`src/hdl/ccmode_consts.vh`:
```
// Register offsets, field positions, reset values and codes of the channel mode/enable block
`ifndef CCMODE_CONSTS_VH
`define CCMODE_CONSTS_VH
`define REG_MODE34_OFS 8'h1C
`define REG_CCEN_OFS 8'h20
`define REG_CFG_OFS 8'h40
`define REG_STAT_OFS 8'h44
`define MODE34_RST 32'h00000000
`define CCEN_RST 32'h00000000
`define CFG_RST 32'h00000000
`define MODE34_MASK_ADV 32'h0421FFFF
`define MODE34_MASK_STD 32'h0000FFFF
`define CCEN_MASK_ADV 32'h0033FFFF
`define CCEN_MASK_STD 32'h00333FFF
`define CFG_MASK 32'h00000FFF
`define CH3_DIR_LSB 0
`define CH4_DIR_LSB 8
`define CH3_FAST_POS 2
`define CH4_FAST_POS 10
`define CH3_PRE_POS 3
`define CH4_PRE_POS 11
`define CH3_MODE_LSB 4
`define CH4_MODE_LSB 12
`define CH3_CLR_POS 7
`define CH4_CLR_POS 15
`define CH3_PSC_LSB 2
`define CH4_PSC_LSB 10
`define CH3_FILT_LSB 4
`define CH4_FILT_LSB 12
`define CH7_PRE_POS 16
`define CH8_PRE_POS 21
`define CH9_PRE_POS 26
`define CCEN_STRIDE 4
`define CCEN_EN_OFS 0
`define CCEN_POL_OFS 1
`define CCEN_CEN_OFS 2
`define CCEN_CPOL_OFS 3
`define CH5_EN_POS 16
`define CH5_POL_POS 17
`define CH6_EN_POS 20
`define CH6_POL_POS 21
`define CFG_TRIG_INT_POS 0
`define CFG_MOE_POS 1
`define CFG_IDLE_OFF_STATE_SELECT_POS 2
`define CFG_RUN_OFF_STATE_SELECT_POS 3
`define CFG_IDLE_LSB 4
`define CFG_CIDLE_LSB 8
`define DIR_OUTPUT 2'h0
`define DIR_OWN 2'h1
`define DIR_OTHER 2'h2
`define DIR_TRIG 2'h3
`define OCM_FROZEN 3'h0
`define OCM_SET 3'h1
`define OCM_CLEAR 3'h2
`define OCM_TOGGLE 3'h3
`define OCM_FORCE_LO 3'h4
`define OCM_FORCE_HI 3'h5
`define OCM_PWM1 3'h6
`define OCM_PWM2 3'h7
`define RESP_OKAY 2'h0
`define RESP_SLVERR 2'h2
`endif

```
`src/hdl/capture_prescale.v`:
```
// Capture event prescaler: one capture pulse every 1, 2, 4 or 8 input events
`timescale 1ns/1ps
`default_nettype none
module capture_prescale (
	// Clock and reset
	input wire sys_clk,
	input wire rst_b,
	input wire clk_en,
	// Control and events
	input wire capture_on,
	input wire [1:0] ratio,
	input wire event_in,
	// Result
	output reg capture_pulse_q
);
	reg [2:0] count_q;
	wire [2:0] last_count;

	// Events per capture minus one: 00 -> 0, 01 -> 1, 10 -> 3, 11 -> 7
	assign last_count = (3'h1 << ratio) - 3'h1;

	// Counter held at zero while the channel is off, so a restart begins a fresh group
	always @(posedge sys_clk or negedge rst_b) begin
		if (!rst_b) begin
			count_q <= 3'h0;
			capture_pulse_q <= 1'b0;
		end else if (clk_en) begin
			capture_pulse_q <= 1'b0;
			if (!capture_on) begin
				count_q <= 3'h0;
			end else if (event_in) begin
				if (count_q >= last_count) begin
					count_q <= 3'h0;
					capture_pulse_q <= 1'b1;
				end else begin
					count_q <= count_q + 3'h1;
				end
			end
		end
	end
endmodule
`default_nettype wire

```
`src/hdl/ccmode_regs.v`:
```
// Channel 3/4 mode register, channel enable/polarity register and their channel logic
//
// Decided for this implementation: the AXI4-Lite slave port.
`timescale 1ns/1ps
`default_nettype none
`include "ccmode_consts.vh"
module ccmode_regs #(
	parameter ADVANCED = 1
) (
	// Clock, reset, clock enable
	input wire sys_clk,
	input wire rst_b,
	input wire clk_en,
	// AXI4-Lite write address and data
	input wire [7:0] s_axi_awaddr,
	input wire s_axi_awvalid,
	output reg s_axi_awready,
	input wire [31:0] s_axi_wdata,
	input wire [3:0] s_axi_wstrb,
	input wire s_axi_wvalid,
	output reg s_axi_wready,
	// AXI4-Lite write response
	output reg [1:0] s_axi_bresp,
	output reg s_axi_bvalid,
	input wire s_axi_bready,
	// AXI4-Lite read
	input wire [7:0] s_axi_araddr,
	input wire s_axi_arvalid,
	output reg s_axi_arready,
	output reg [31:0] s_axi_rdata,
	output reg [1:0] s_axi_rresp,
	output reg s_axi_rvalid,
	input wire s_axi_rready,
	// Timer input pins and trigger, asynchronous
	input wire timer_input_3,
	input wire timer_input_4,
	input wire internal_trigger_source,
	// Compare events from the counter logic, same clock
	input wire [1:0] cmp_match,
	input wire [1:0] cmp_below,
	input wire ref_clear_in,
	input wire [3:0] oc_ref_in,
	// Channel outputs
	output reg [5:0] ch_output,
	output reg [5:0] ch_output_oe,
	output reg [3:0] ch_comp_output,
	output reg [3:0] ch_comp_output_oe,
	// Capture results for channels 3 and 4
	output wire [1:0] capture_pulse,
	// Settings for the compare value and filter logic
	output wire [4:0] preload_en,
	output wire [1:0] fast_en,
	output wire [3:0] ch3_input_filter,
	output wire [3:0] ch4_input_filter
);
	localparam [31:0] MODE_MASK = ADVANCED ? `MODE34_MASK_ADV : `MODE34_MASK_STD;
	localparam [31:0] CCEN_MASK = ADVANCED ? `CCEN_MASK_ADV : `CCEN_MASK_STD;

	reg [31:0] mode_q;
	reg [31:0] ccen_q;
	reg [31:0] cfg_q;
	reg [31:0] mode_d;
	reg [31:0] ccen_d;
	reg [7:0] awaddr_q;
	reg aw_got_q;
	reg [31:0] wdata_q;
	reg [3:0] wstrb_q;
	reg w_got_q;
	reg [2:0] pin_meta_q;
	reg [2:0] pin_sync_q;
	reg [1:0] cap_level_q;
	reg [1:0] cmp_ref_q;
	wire [31:0] byte_mask;
	wire trig_internal;
	wire [5:0] ref_all;
	wire [5:0] ch_is_out;
	reg [31:0] rd_data;
	reg rd_ok;

	// Writes only touch lanes whose strobe is set
	assign byte_mask = {{8{wstrb_q[3]}}, {8{wstrb_q[2]}}, {8{wstrb_q[1]}}, {8{wstrb_q[0]}}};
	assign trig_internal = cfg_q[`CFG_TRIG_INT_POS];

	// Register fields handed to neighbouring logic straight from the flops
	assign preload_en = {mode_q[`CH9_PRE_POS], mode_q[`CH8_PRE_POS], mode_q[`CH7_PRE_POS],
		mode_q[`CH4_PRE_POS], mode_q[`CH3_PRE_POS]};
	assign fast_en = {mode_q[`CH4_FAST_POS], mode_q[`CH3_FAST_POS]};
	assign ch3_input_filter = mode_q[`CH3_FILT_LSB+3:`CH3_FILT_LSB];
	assign ch4_input_filter = mode_q[`CH4_FILT_LSB+3:`CH4_FILT_LSB];

	// Next register values; reserved and absent bits never store a one
	always @* begin
		mode_d = (mode_q & ~(byte_mask & MODE_MASK)) | (wdata_q & byte_mask & MODE_MASK);
		if (ccen_q[2 * `CCEN_STRIDE + `CCEN_EN_OFS]) begin
			mode_d[`CH3_DIR_LSB+1:`CH3_DIR_LSB] = mode_q[`CH3_DIR_LSB+1:`CH3_DIR_LSB];
		end
		if (ccen_q[3 * `CCEN_STRIDE + `CCEN_EN_OFS]) begin
			mode_d[`CH4_DIR_LSB+1:`CH4_DIR_LSB] = mode_q[`CH4_DIR_LSB+1:`CH4_DIR_LSB];
		end
		ccen_d = (ccen_q & ~(byte_mask & CCEN_MASK)) | (wdata_q & byte_mask & CCEN_MASK);
	end

	// Write channel: address and data taken in either order, then one cycle to respond
	always @(posedge sys_clk or negedge rst_b) begin
		if (!rst_b) begin
			s_axi_awready <= 1'b0;
			s_axi_wready <= 1'b0;
			s_axi_bvalid <= 1'b0;
			s_axi_bresp <= `RESP_OKAY;
			aw_got_q <= 1'b0;
			w_got_q <= 1'b0;
			awaddr_q <= 8'h00;
			wdata_q <= 32'h00000000;
			wstrb_q <= 4'h0;
			mode_q <= `MODE34_RST;
			ccen_q <= `CCEN_RST;
			cfg_q <= `CFG_RST;
		end else if (clk_en) begin
			if (s_axi_awvalid && s_axi_awready) begin
				awaddr_q <= s_axi_awaddr;
				aw_got_q <= 1'b1;
				s_axi_awready <= 1'b0;
			end else if (!aw_got_q && !s_axi_bvalid) begin
				s_axi_awready <= 1'b1;
			end
			if (s_axi_wvalid && s_axi_wready) begin
				wdata_q <= s_axi_wdata;
				wstrb_q <= s_axi_wstrb;
				w_got_q <= 1'b1;
				s_axi_wready <= 1'b0;
			end else if (!w_got_q && !s_axi_bvalid) begin
				s_axi_wready <= 1'b1;
			end
			if (aw_got_q && w_got_q && !s_axi_bvalid) begin
				aw_got_q <= 1'b0;
				w_got_q <= 1'b0;
				s_axi_bvalid <= 1'b1;
				s_axi_bresp <= `RESP_OKAY;
				if (awaddr_q == `REG_MODE34_OFS) begin
					mode_q <= mode_d;
				end else if (awaddr_q == `REG_CCEN_OFS) begin
					ccen_q <= ccen_d;
				end else if (awaddr_q == `REG_CFG_OFS) begin
					cfg_q <= (cfg_q & ~(byte_mask & `CFG_MASK)) | (wdata_q & byte_mask & `CFG_MASK);
				end else if (awaddr_q != `REG_STAT_OFS) begin
					s_axi_bresp <= `RESP_SLVERR; // Unmapped, nothing stored
				end
			end else if (s_axi_bvalid && s_axi_bready) begin
				s_axi_bvalid <= 1'b0;
				s_axi_awready <= 1'b1;
				s_axi_wready <= 1'b1;
			end
		end
	end

	// Read decode; the status word shows live channel state
	always @* begin
		rd_ok = 1'b1;
		rd_data = 32'h00000000;
		if (s_axi_araddr == `REG_MODE34_OFS) begin
			rd_data = mode_q;
		end else if (s_axi_araddr == `REG_CCEN_OFS) begin
			rd_data = ccen_q;
		end else if (s_axi_araddr == `REG_CFG_OFS) begin
			rd_data = cfg_q;
		end else if (s_axi_araddr == `REG_STAT_OFS) begin
			rd_data = {16'h0000, ch_comp_output_oe, ch_output_oe[3:0], 2'h0, cmp_ref_q, cap_level_q, 2'h0};
		end else begin
			rd_ok = 1'b0;
		end
	end

	// Read channel: data registered at the same edge that takes the address
	always @(posedge sys_clk or negedge rst_b) begin
		if (!rst_b) begin
			s_axi_arready <= 1'b0;
			s_axi_rvalid <= 1'b0;
			s_axi_rdata <= 32'h00000000;
			s_axi_rresp <= `RESP_OKAY;
		end else if (clk_en) begin
			if (s_axi_arvalid && s_axi_arready) begin
				s_axi_arready <= 1'b0;
				s_axi_rvalid <= 1'b1;
				s_axi_rdata <= rd_data;
				s_axi_rresp <= rd_ok ? `RESP_OKAY : `RESP_SLVERR;
			end else if (s_axi_rvalid && s_axi_rready) begin
				s_axi_rvalid <= 1'b0;
				s_axi_arready <= 1'b1;
			end else if (!s_axi_rvalid) begin
				s_axi_arready <= 1'b1;
			end
		end
	end

	// Two-stage synchroniser for pins that live outside this clock
	always @(posedge sys_clk or negedge rst_b) begin
		if (!rst_b) begin
			pin_meta_q <= 3'h0;
			pin_sync_q <= 3'h0;
		end else if (clk_en) begin
			pin_meta_q <= {internal_trigger_source, timer_input_4, timer_input_3};
			pin_sync_q <= pin_meta_q;
		end
	end

	// Channels 3 and 4: input mapping, capture prescaler and compare reference
	genvar k;
	generate
		for (k = 0; k < 2; k = k + 1) begin : g_cap
			localparam DIR_LSB = (k == 0) ? `CH3_DIR_LSB : `CH4_DIR_LSB;
			localparam PSC_LSB = (k == 0) ? `CH3_PSC_LSB : `CH4_PSC_LSB;
			localparam MODE_LSB = (k == 0) ? `CH3_MODE_LSB : `CH4_MODE_LSB;
			localparam CLR_POS = (k == 0) ? `CH3_CLR_POS : `CH4_CLR_POS;
			localparam EN_POS = (k + 2) * `CCEN_STRIDE + `CCEN_EN_OFS;
			localparam POL_POS = (k + 2) * `CCEN_STRIDE + `CCEN_POL_OFS;
			wire [1:0] dir;
			wire [2:0] ocm;
			wire own_in;
			wire other_in;
			reg mapped;
			wire cap_on;
			assign dir = mode_q[DIR_LSB+1:DIR_LSB];
			assign ocm = mode_q[MODE_LSB+2:MODE_LSB];
			assign own_in = pin_sync_q[k]; // Ch3 owns input 3, ch4 owns input 4
			assign other_in = pin_sync_q[1-k];
			// Internal trigger mapping reads low unless the trigger selection is internal
			always @* begin
				case (dir)
					`DIR_OWN: mapped = own_in;
					`DIR_OTHER: mapped = other_in;
					`DIR_TRIG: mapped = trig_internal & pin_sync_q[2];
					default: mapped = 1'b0;
				endcase
			end
			assign cap_on = ccen_q[EN_POS] && (dir != `DIR_OUTPUT);
			// Polarity picks the input or its inverse, and the capture edge follows it
			always @(posedge sys_clk or negedge rst_b) begin
				if (!rst_b) begin
					cap_level_q[k] <= 1'b0;
				end else if (clk_en) begin
					cap_level_q[k] <= mapped ^ ccen_q[POL_POS];
				end
			end
			capture_prescale u_psc (
				.sys_clk(sys_clk),
				.rst_b(rst_b),
				.clk_en(clk_en),
				.capture_on(cap_on),
				.ratio(mode_q[PSC_LSB+1:PSC_LSB]),
				.event_in((mapped ^ ccen_q[POL_POS]) & ~cap_level_q[k]),
				.capture_pulse_q(capture_pulse[k])
			);
			// Reference level per compare mode; clear input overrides every mode when the channel's clear enable bit is set
			always @(posedge sys_clk or negedge rst_b) begin
				if (!rst_b) begin
					cmp_ref_q[k] <= 1'b0;
				end else if (clk_en) begin
					if (mode_q[CLR_POS] && ref_clear_in) begin
						cmp_ref_q[k] <= 1'b0;
					end else begin
						case (ocm)
							`OCM_SET: cmp_ref_q[k] <= cmp_match[k] | cmp_ref_q[k];
							`OCM_CLEAR: cmp_ref_q[k] <= ~cmp_match[k] & cmp_ref_q[k];
							`OCM_TOGGLE: cmp_ref_q[k] <= cmp_match[k] ^ cmp_ref_q[k];
							`OCM_FORCE_LO: cmp_ref_q[k] <= 1'b0;
							`OCM_FORCE_HI: cmp_ref_q[k] <= 1'b1;
							`OCM_PWM1: cmp_ref_q[k] <= cmp_below[k];
							`OCM_PWM2: cmp_ref_q[k] <= ~cmp_below[k];
							default: cmp_ref_q[k] <= cmp_ref_q[k]; // Frozen
						endcase
					end
				end
			end
		end
	endgenerate

	assign ref_all = {oc_ref_in[3:2], cmp_ref_q, oc_ref_in[1:0]};
	// Only ch3/ch4 directions live here; the others are taken as outputs
	assign ch_is_out = {2'h3, mode_q[`CH4_DIR_LSB+1:`CH4_DIR_LSB] == `DIR_OUTPUT,
		mode_q[`CH3_DIR_LSB+1:`CH3_DIR_LSB] == `DIR_OUTPUT, 2'h3};

	// Output stage per channel; dead time is left to the break logic downstream
	genvar i;
	generate
		for (i = 0; i < 6; i = i + 1) begin : g_out
			localparam EN_POS = (i < 4) ? i * `CCEN_STRIDE + `CCEN_EN_OFS
				: ((i == 4) ? `CH5_EN_POS : `CH6_EN_POS);
			localparam POL_POS = (i < 4) ? i * `CCEN_STRIDE + `CCEN_POL_OFS
				: ((i == 4) ? `CH5_POL_POS : `CH6_POL_POS);
			wire en;
			wire pol;
			wire cen;
			wire cpol;
			wire moe;
			wire idle_off_state_select;
			wire run_off_state_select;
			assign en = ccen_q[EN_POS] & ch_is_out[i];
			assign pol = ccen_q[POL_POS];
			assign cen = (i < 4) ? ccen_q[i * `CCEN_STRIDE + `CCEN_CEN_OFS] & ch_is_out[i] : 1'b0;
			assign cpol = (i < 4) ? ccen_q[i * `CCEN_STRIDE + `CCEN_CPOL_OFS] : 1'b0;
			assign moe = cfg_q[`CFG_MOE_POS];
			assign idle_off_state_select = cfg_q[`CFG_IDLE_OFF_STATE_SELECT_POS];
			assign run_off_state_select = cfg_q[`CFG_RUN_OFF_STATE_SELECT_POS];
			always @(posedge sys_clk or negedge rst_b) begin
				if (!rst_b) begin
					ch_output[i] <= 1'b0;
					ch_output_oe[i] <= 1'b0;
				end else if (clk_en) begin
					if (!moe) begin
						ch_output[i] <= (i < 4) ? cfg_q[`CFG_IDLE_LSB + (i % 4)] : 1'b0;
						ch_output_oe[i] <= idle_off_state_select & ch_is_out[i];
					end else if (en) begin
						ch_output[i] <= ref_all[i] ^ pol;
						ch_output_oe[i] <= 1'b1;
					end else begin
						ch_output[i] <= run_off_state_select & pol;
						ch_output_oe[i] <= run_off_state_select & cen;
					end
				end
			end
			if (i < 4) begin : g_comp
				// Complementary side inverts the reference only when the main side also runs
				always @(posedge sys_clk or negedge rst_b) begin
					if (!rst_b) begin
						ch_comp_output[i] <= 1'b0;
						ch_comp_output_oe[i] <= 1'b0;
					end else if (clk_en) begin
						if (!moe) begin
							ch_comp_output[i] <= cfg_q[`CFG_CIDLE_LSB + i];
							ch_comp_output_oe[i] <= idle_off_state_select & ch_is_out[i];
						end else if (cen) begin
							ch_comp_output[i] <= (en ? ~ref_all[i] : ref_all[i]) ^ cpol;
							ch_comp_output_oe[i] <= 1'b1;
						end else begin
							ch_comp_output[i] <= run_off_state_select & cpol;
							ch_comp_output_oe[i] <= run_off_state_select & en;
						end
					end
				end
			end
		end
	endgenerate
endmodule
`default_nettype wire
```
`config.mk`:
```
export PLATFORM = sky130hd
export DESIGN_NAME = ccmode_regs
export DESIGN_NICKNAME = d
export VERILOG_FILES = /design/src/hdl/capture_prescale.v /design/src/hdl/ccmode_regs.v
export VERILOG_INCLUDE_DIRS = /design/src /design/src/hdl
export SDC_FILE = /design/constraint.sdc
export NUM_CORES = 1
export LEC_CHECK = 0
export ABC_AREA = 1
export BUFFER_PORTS_ARGS = -buffer_cell sky130_fd_sc_hd__buf_2
export CAP_MARGIN = 10
export CORE_AREA = 2 2 106 133
export CTS_CLUSTER_SIZE = 28
export DETAILED_ROUTE_END_ITERATION = 8
export DIE_AREA = 0 0 108 135
export PLACE_DENSITY = 0.92
export SLEW_MARGIN = 0
export SYNTH_ARGS = -nofsm -noshare
export SYNTH_HDL_FRONTEND = slang
export SYNTH_SLANG_ARGS = --single-unit
```
`constraint.sdc`:
```
create_clock -name sys_clk -period 3.2 [get_ports sys_clk]
set_input_delay 0.64 -clock sys_clk [delete_from_list [all_inputs] [get_ports sys_clk]]
set_output_delay 0.64 -clock sys_clk [all_outputs]
set_load 0.02 [all_outputs]
```
==> out/results.tsv <==
stage	metric	value	unit
finish	antenna cells	0	
worst_setup_path	critical path launch point type	flop	
timing	Finish-stage setup viols	0	
routing	vias	6905	
die	Die Span Y	135	um
routing	Final ANT Viol Nets	0	
timing	Layout Skew	0.007321	ns
clocking	postcts setup bufs	0	
routing	Residual DRC	0	
logic_synthesis	register area share after synthesis	0.5009	
worst_setup_path	worst path arrival time	2.34	ns
die	die footprint	0.01458	mm^2
worst_setup_path	Worst setup EP type	flop	
global_route	initial antenna violation count	0	
logic_synthesis	Post-Syn Area	0.007594	mm^2
logic_synthesis	FFs w/ async S/R, synth	1.000	
min_path	worst hold-check path type	input pin to async pin	
placed_design	# port buffers	125	
die	row count	47	
worst_setup_path	Worst path depth	6	
timing	final hold vios	0	
die	core area	0.01323	mm^2
timing	final slew viol count	0	
worst_setup_path	FF-to-FF path depth	6	
finish	layout cells sized above 1	0.1966	
routing	drt total wl	19870	um
worst_setup_path	Crit Path Class	flop to flop	
clocking	Sink Count	152	
logic_synthesis	Netlist cell types	40	
pwr	Max VDD drop	579.9	uV
timing	fmax	0.4902	GHz
job	Max Cap Viol	0	
worst_setup_path	Data required, critical path	3.50	ns
worst_setup_path	Largest delay share family, worst path	simple AND/OR/NAND/NOR gates	
logic_synthesis	Post-Syn Area per Cell	8.139	um^2
logic_synthesis	share of the synthesized area in the top cell type	0.5009	
finish	most frequent cells in the layout	nand2_1 (280), dfrtp_1 (152), buf_2 (124), inv_1 (98), o21ai_0 (88)	
worst_setup_path	most used cell, CP	nor2_1	
global_route	largest net degree at the start of global routing	69	
die	Initial Util	0.5739	
pwr	Power Density	657.1	mW/mm^2
routing	DRT Pass-1 Iters	6	
logic_synthesis	Main synth FF type	dfrtp_1	
worst_setup_path	Critical path buffers and inverters	0	
clocking	Clock transition at path regs	0.06	ns
clocking	Max H-tree Level	4	
finish	nets	1124	
worst_setup_path	cell breakdown of the critical path	nor2_1, nand3_1, nor2_1, nand3_2, nand2_1, o21ai_2	
clocking	CTS max path bufs	2	
global_route	total track usage	0.2856	
logic_synthesis	number of synthesized flops with an enable pin	0	
placed_design	routability congestion estimate	0.9316	
timing	min Tclk post-route	2.040	ns
worst_setup_path	crit path max fanout	16	
worst_setup_path	CP max stage delay	0.44	ns
global_route	first-pass GRT wire length	32120	um
die	Die W	108	um
global_route	GRT overflow	0	
clocking	clock buffer count from CTS	17	
clocking	CTS root buffer	clkbuf_16	
logic_synthesis	largest cells by area after synthesis	dfrtp_1 (50%), nand2_1 (14%), o21ai_0 (5.8%)	
routing	met1 WL	7739	um
clocking	CTS Hold Bufs	0	
logic_synthesis	FF+latch count, synth	152	
finish	area grow syn2layout	16.16	%
routing	initial DRC count	714	
die	IO Count	150	
routing	Via density	5.641	
logic_synthesis	cell taking the most area after synthesis	dfrtp_1	
timing	RSZ-0062 raised after global routing	no	
worst_setup_path	CP max stage cell	nand3_2	
placed_design	pre-CTS setup slack	0.8698	ns
placed_design	hpwl dp	14170	um
outcome	status	finished clean	
timing	relative slew slack	0.5492	
finish	commonest non-fill, non-tap cell in the layout	nand2_1	
routing	drt wl/cell	16.23	um
logic_synthesis	Gate Count Post-Synth	933	
clocking	Worst-Skew Late Latency	0.43	ns
global_route	vias in the first global route	6496	
routing	Top Metal Used	met4	
routing	routed length on met3	1737	um
routing	Met2 Routed Length	9697	um
clocking	TritonCTS clock tree	yes	
timing	fin crit share	0.6374	
logic_synthesis	YS warnings	0	
clocking	PostCTS Resize Cnt	0	
pwr	leakage	4.509	nW
timing	Worst-Margin Slew	0.6755	ns
timing	setup TNS	0	ns
timing	worst setup margin	1.160	ns
[cells by family (layout without fill, tap and decap cells)]
logic type,after synthesis,in the layout,synth area share
AOI/OAI and AO/OA,177,177,0.1363
DFF,152,152,0.5009
other,1,13,0.0004938
buffers and inverters,161,269,0.09903
adders and majority gates,12,12,0.01977
xor gates and xnor gates,7,7,0.008074
and+or+nand+nor,423,423,0.2355
[per-layer routing]
| layer | vias to the layer above | track usage |
|---|---|---|
| li1 | 3204 | - |
| met5 | - | 0 |
| met1 | 3263 | 0.3594 |
| met3 | 59 | 0.06805 |
| met2 | 379 | 0.4626 |
| met4 | 0 | 0.1396 |
[Yosys cell counts, types with 4 or more instances]
cell,n
a21oi_1,29
buf_4,32
clkbuf_1,18
inv_1,98
o21ai_2,22
xnor2_1,5
a2bb2oi_1,4
o21ai_0,88
nand4_1,12
o21ai_1,14
a22oi_1,4
buf_2,4
ha_1,12
o211ai_1,5
nand3_1,59
nor2_1,50
nand2_1,280
nor3_1,5
dfrtp_1,152
inv_2,4
[metrics by stage]
stage	cells	util	hold WS (ns)	instance area (um^2)	power, mW
after CTS	1224	0.6667	0.2187	8821	5.803
after floorplan	945	-	0.3444	7639	3.306
after global placement	1192	0.6200	0.4579	8203	3.648
after global routing	1224	0.6667	0.2505	8821	6.072
after detailed placement	1192	0.6200	0.4610	8203	3.713
final	1224	0.6667	0.1870	8821	5.796
[final timing paths]
path | from | to | slack (ns)
max | awaddr_q[1]$_DFFE_PN0P_ | flop | 1.16
min | rst_b | wdata_q[20]$_DFFE_PN0P_ | 0.19
max reg2reg | awaddr_q[1]$_DFFE_PN0P_ | flop | 1.16
min reg2reg | s_axi_rresp[1]$_DFFE_PN0P_ | s_axi_rresp[1]$_DFFE_PN0P_ | 0.48
max in group asynchronous | rst_b | awaddr_q[1]$_DFFE_PN0P_ | 2.22
min in group sys_clk | s_axi_awaddr[6] | awaddr_q[6]$_DFFE_PN0P_ | 0.41
[where the power goes]
| group | leakage, nW | internal (mW) | total (mW) | switching (mW) |
|---|---|---|---|---|
| clock | 0.305 | 1.28 | 2.09 | 0.819 |
| combinational | 2.21 | 0.360 | 1.15 | 0.795 |
| sequential | 2.00 | 2.29 | 2.55 | 0.261 |
[cell type report]
type / instances / area (um^2)
Inverter: 102 / 382.9
Fill cell: 1050 / 4410
Clock buffer: 19 / 452.9
Timing Repair Buffer: 135 / 719.4
Clock inverter: 13 / 165.2
Tap cell: 171 / 214.0
Sequential cell: 152 / 3804
Multi-Input combinational cell: 632 / 3083
Power figures use the tool's default switching activity.
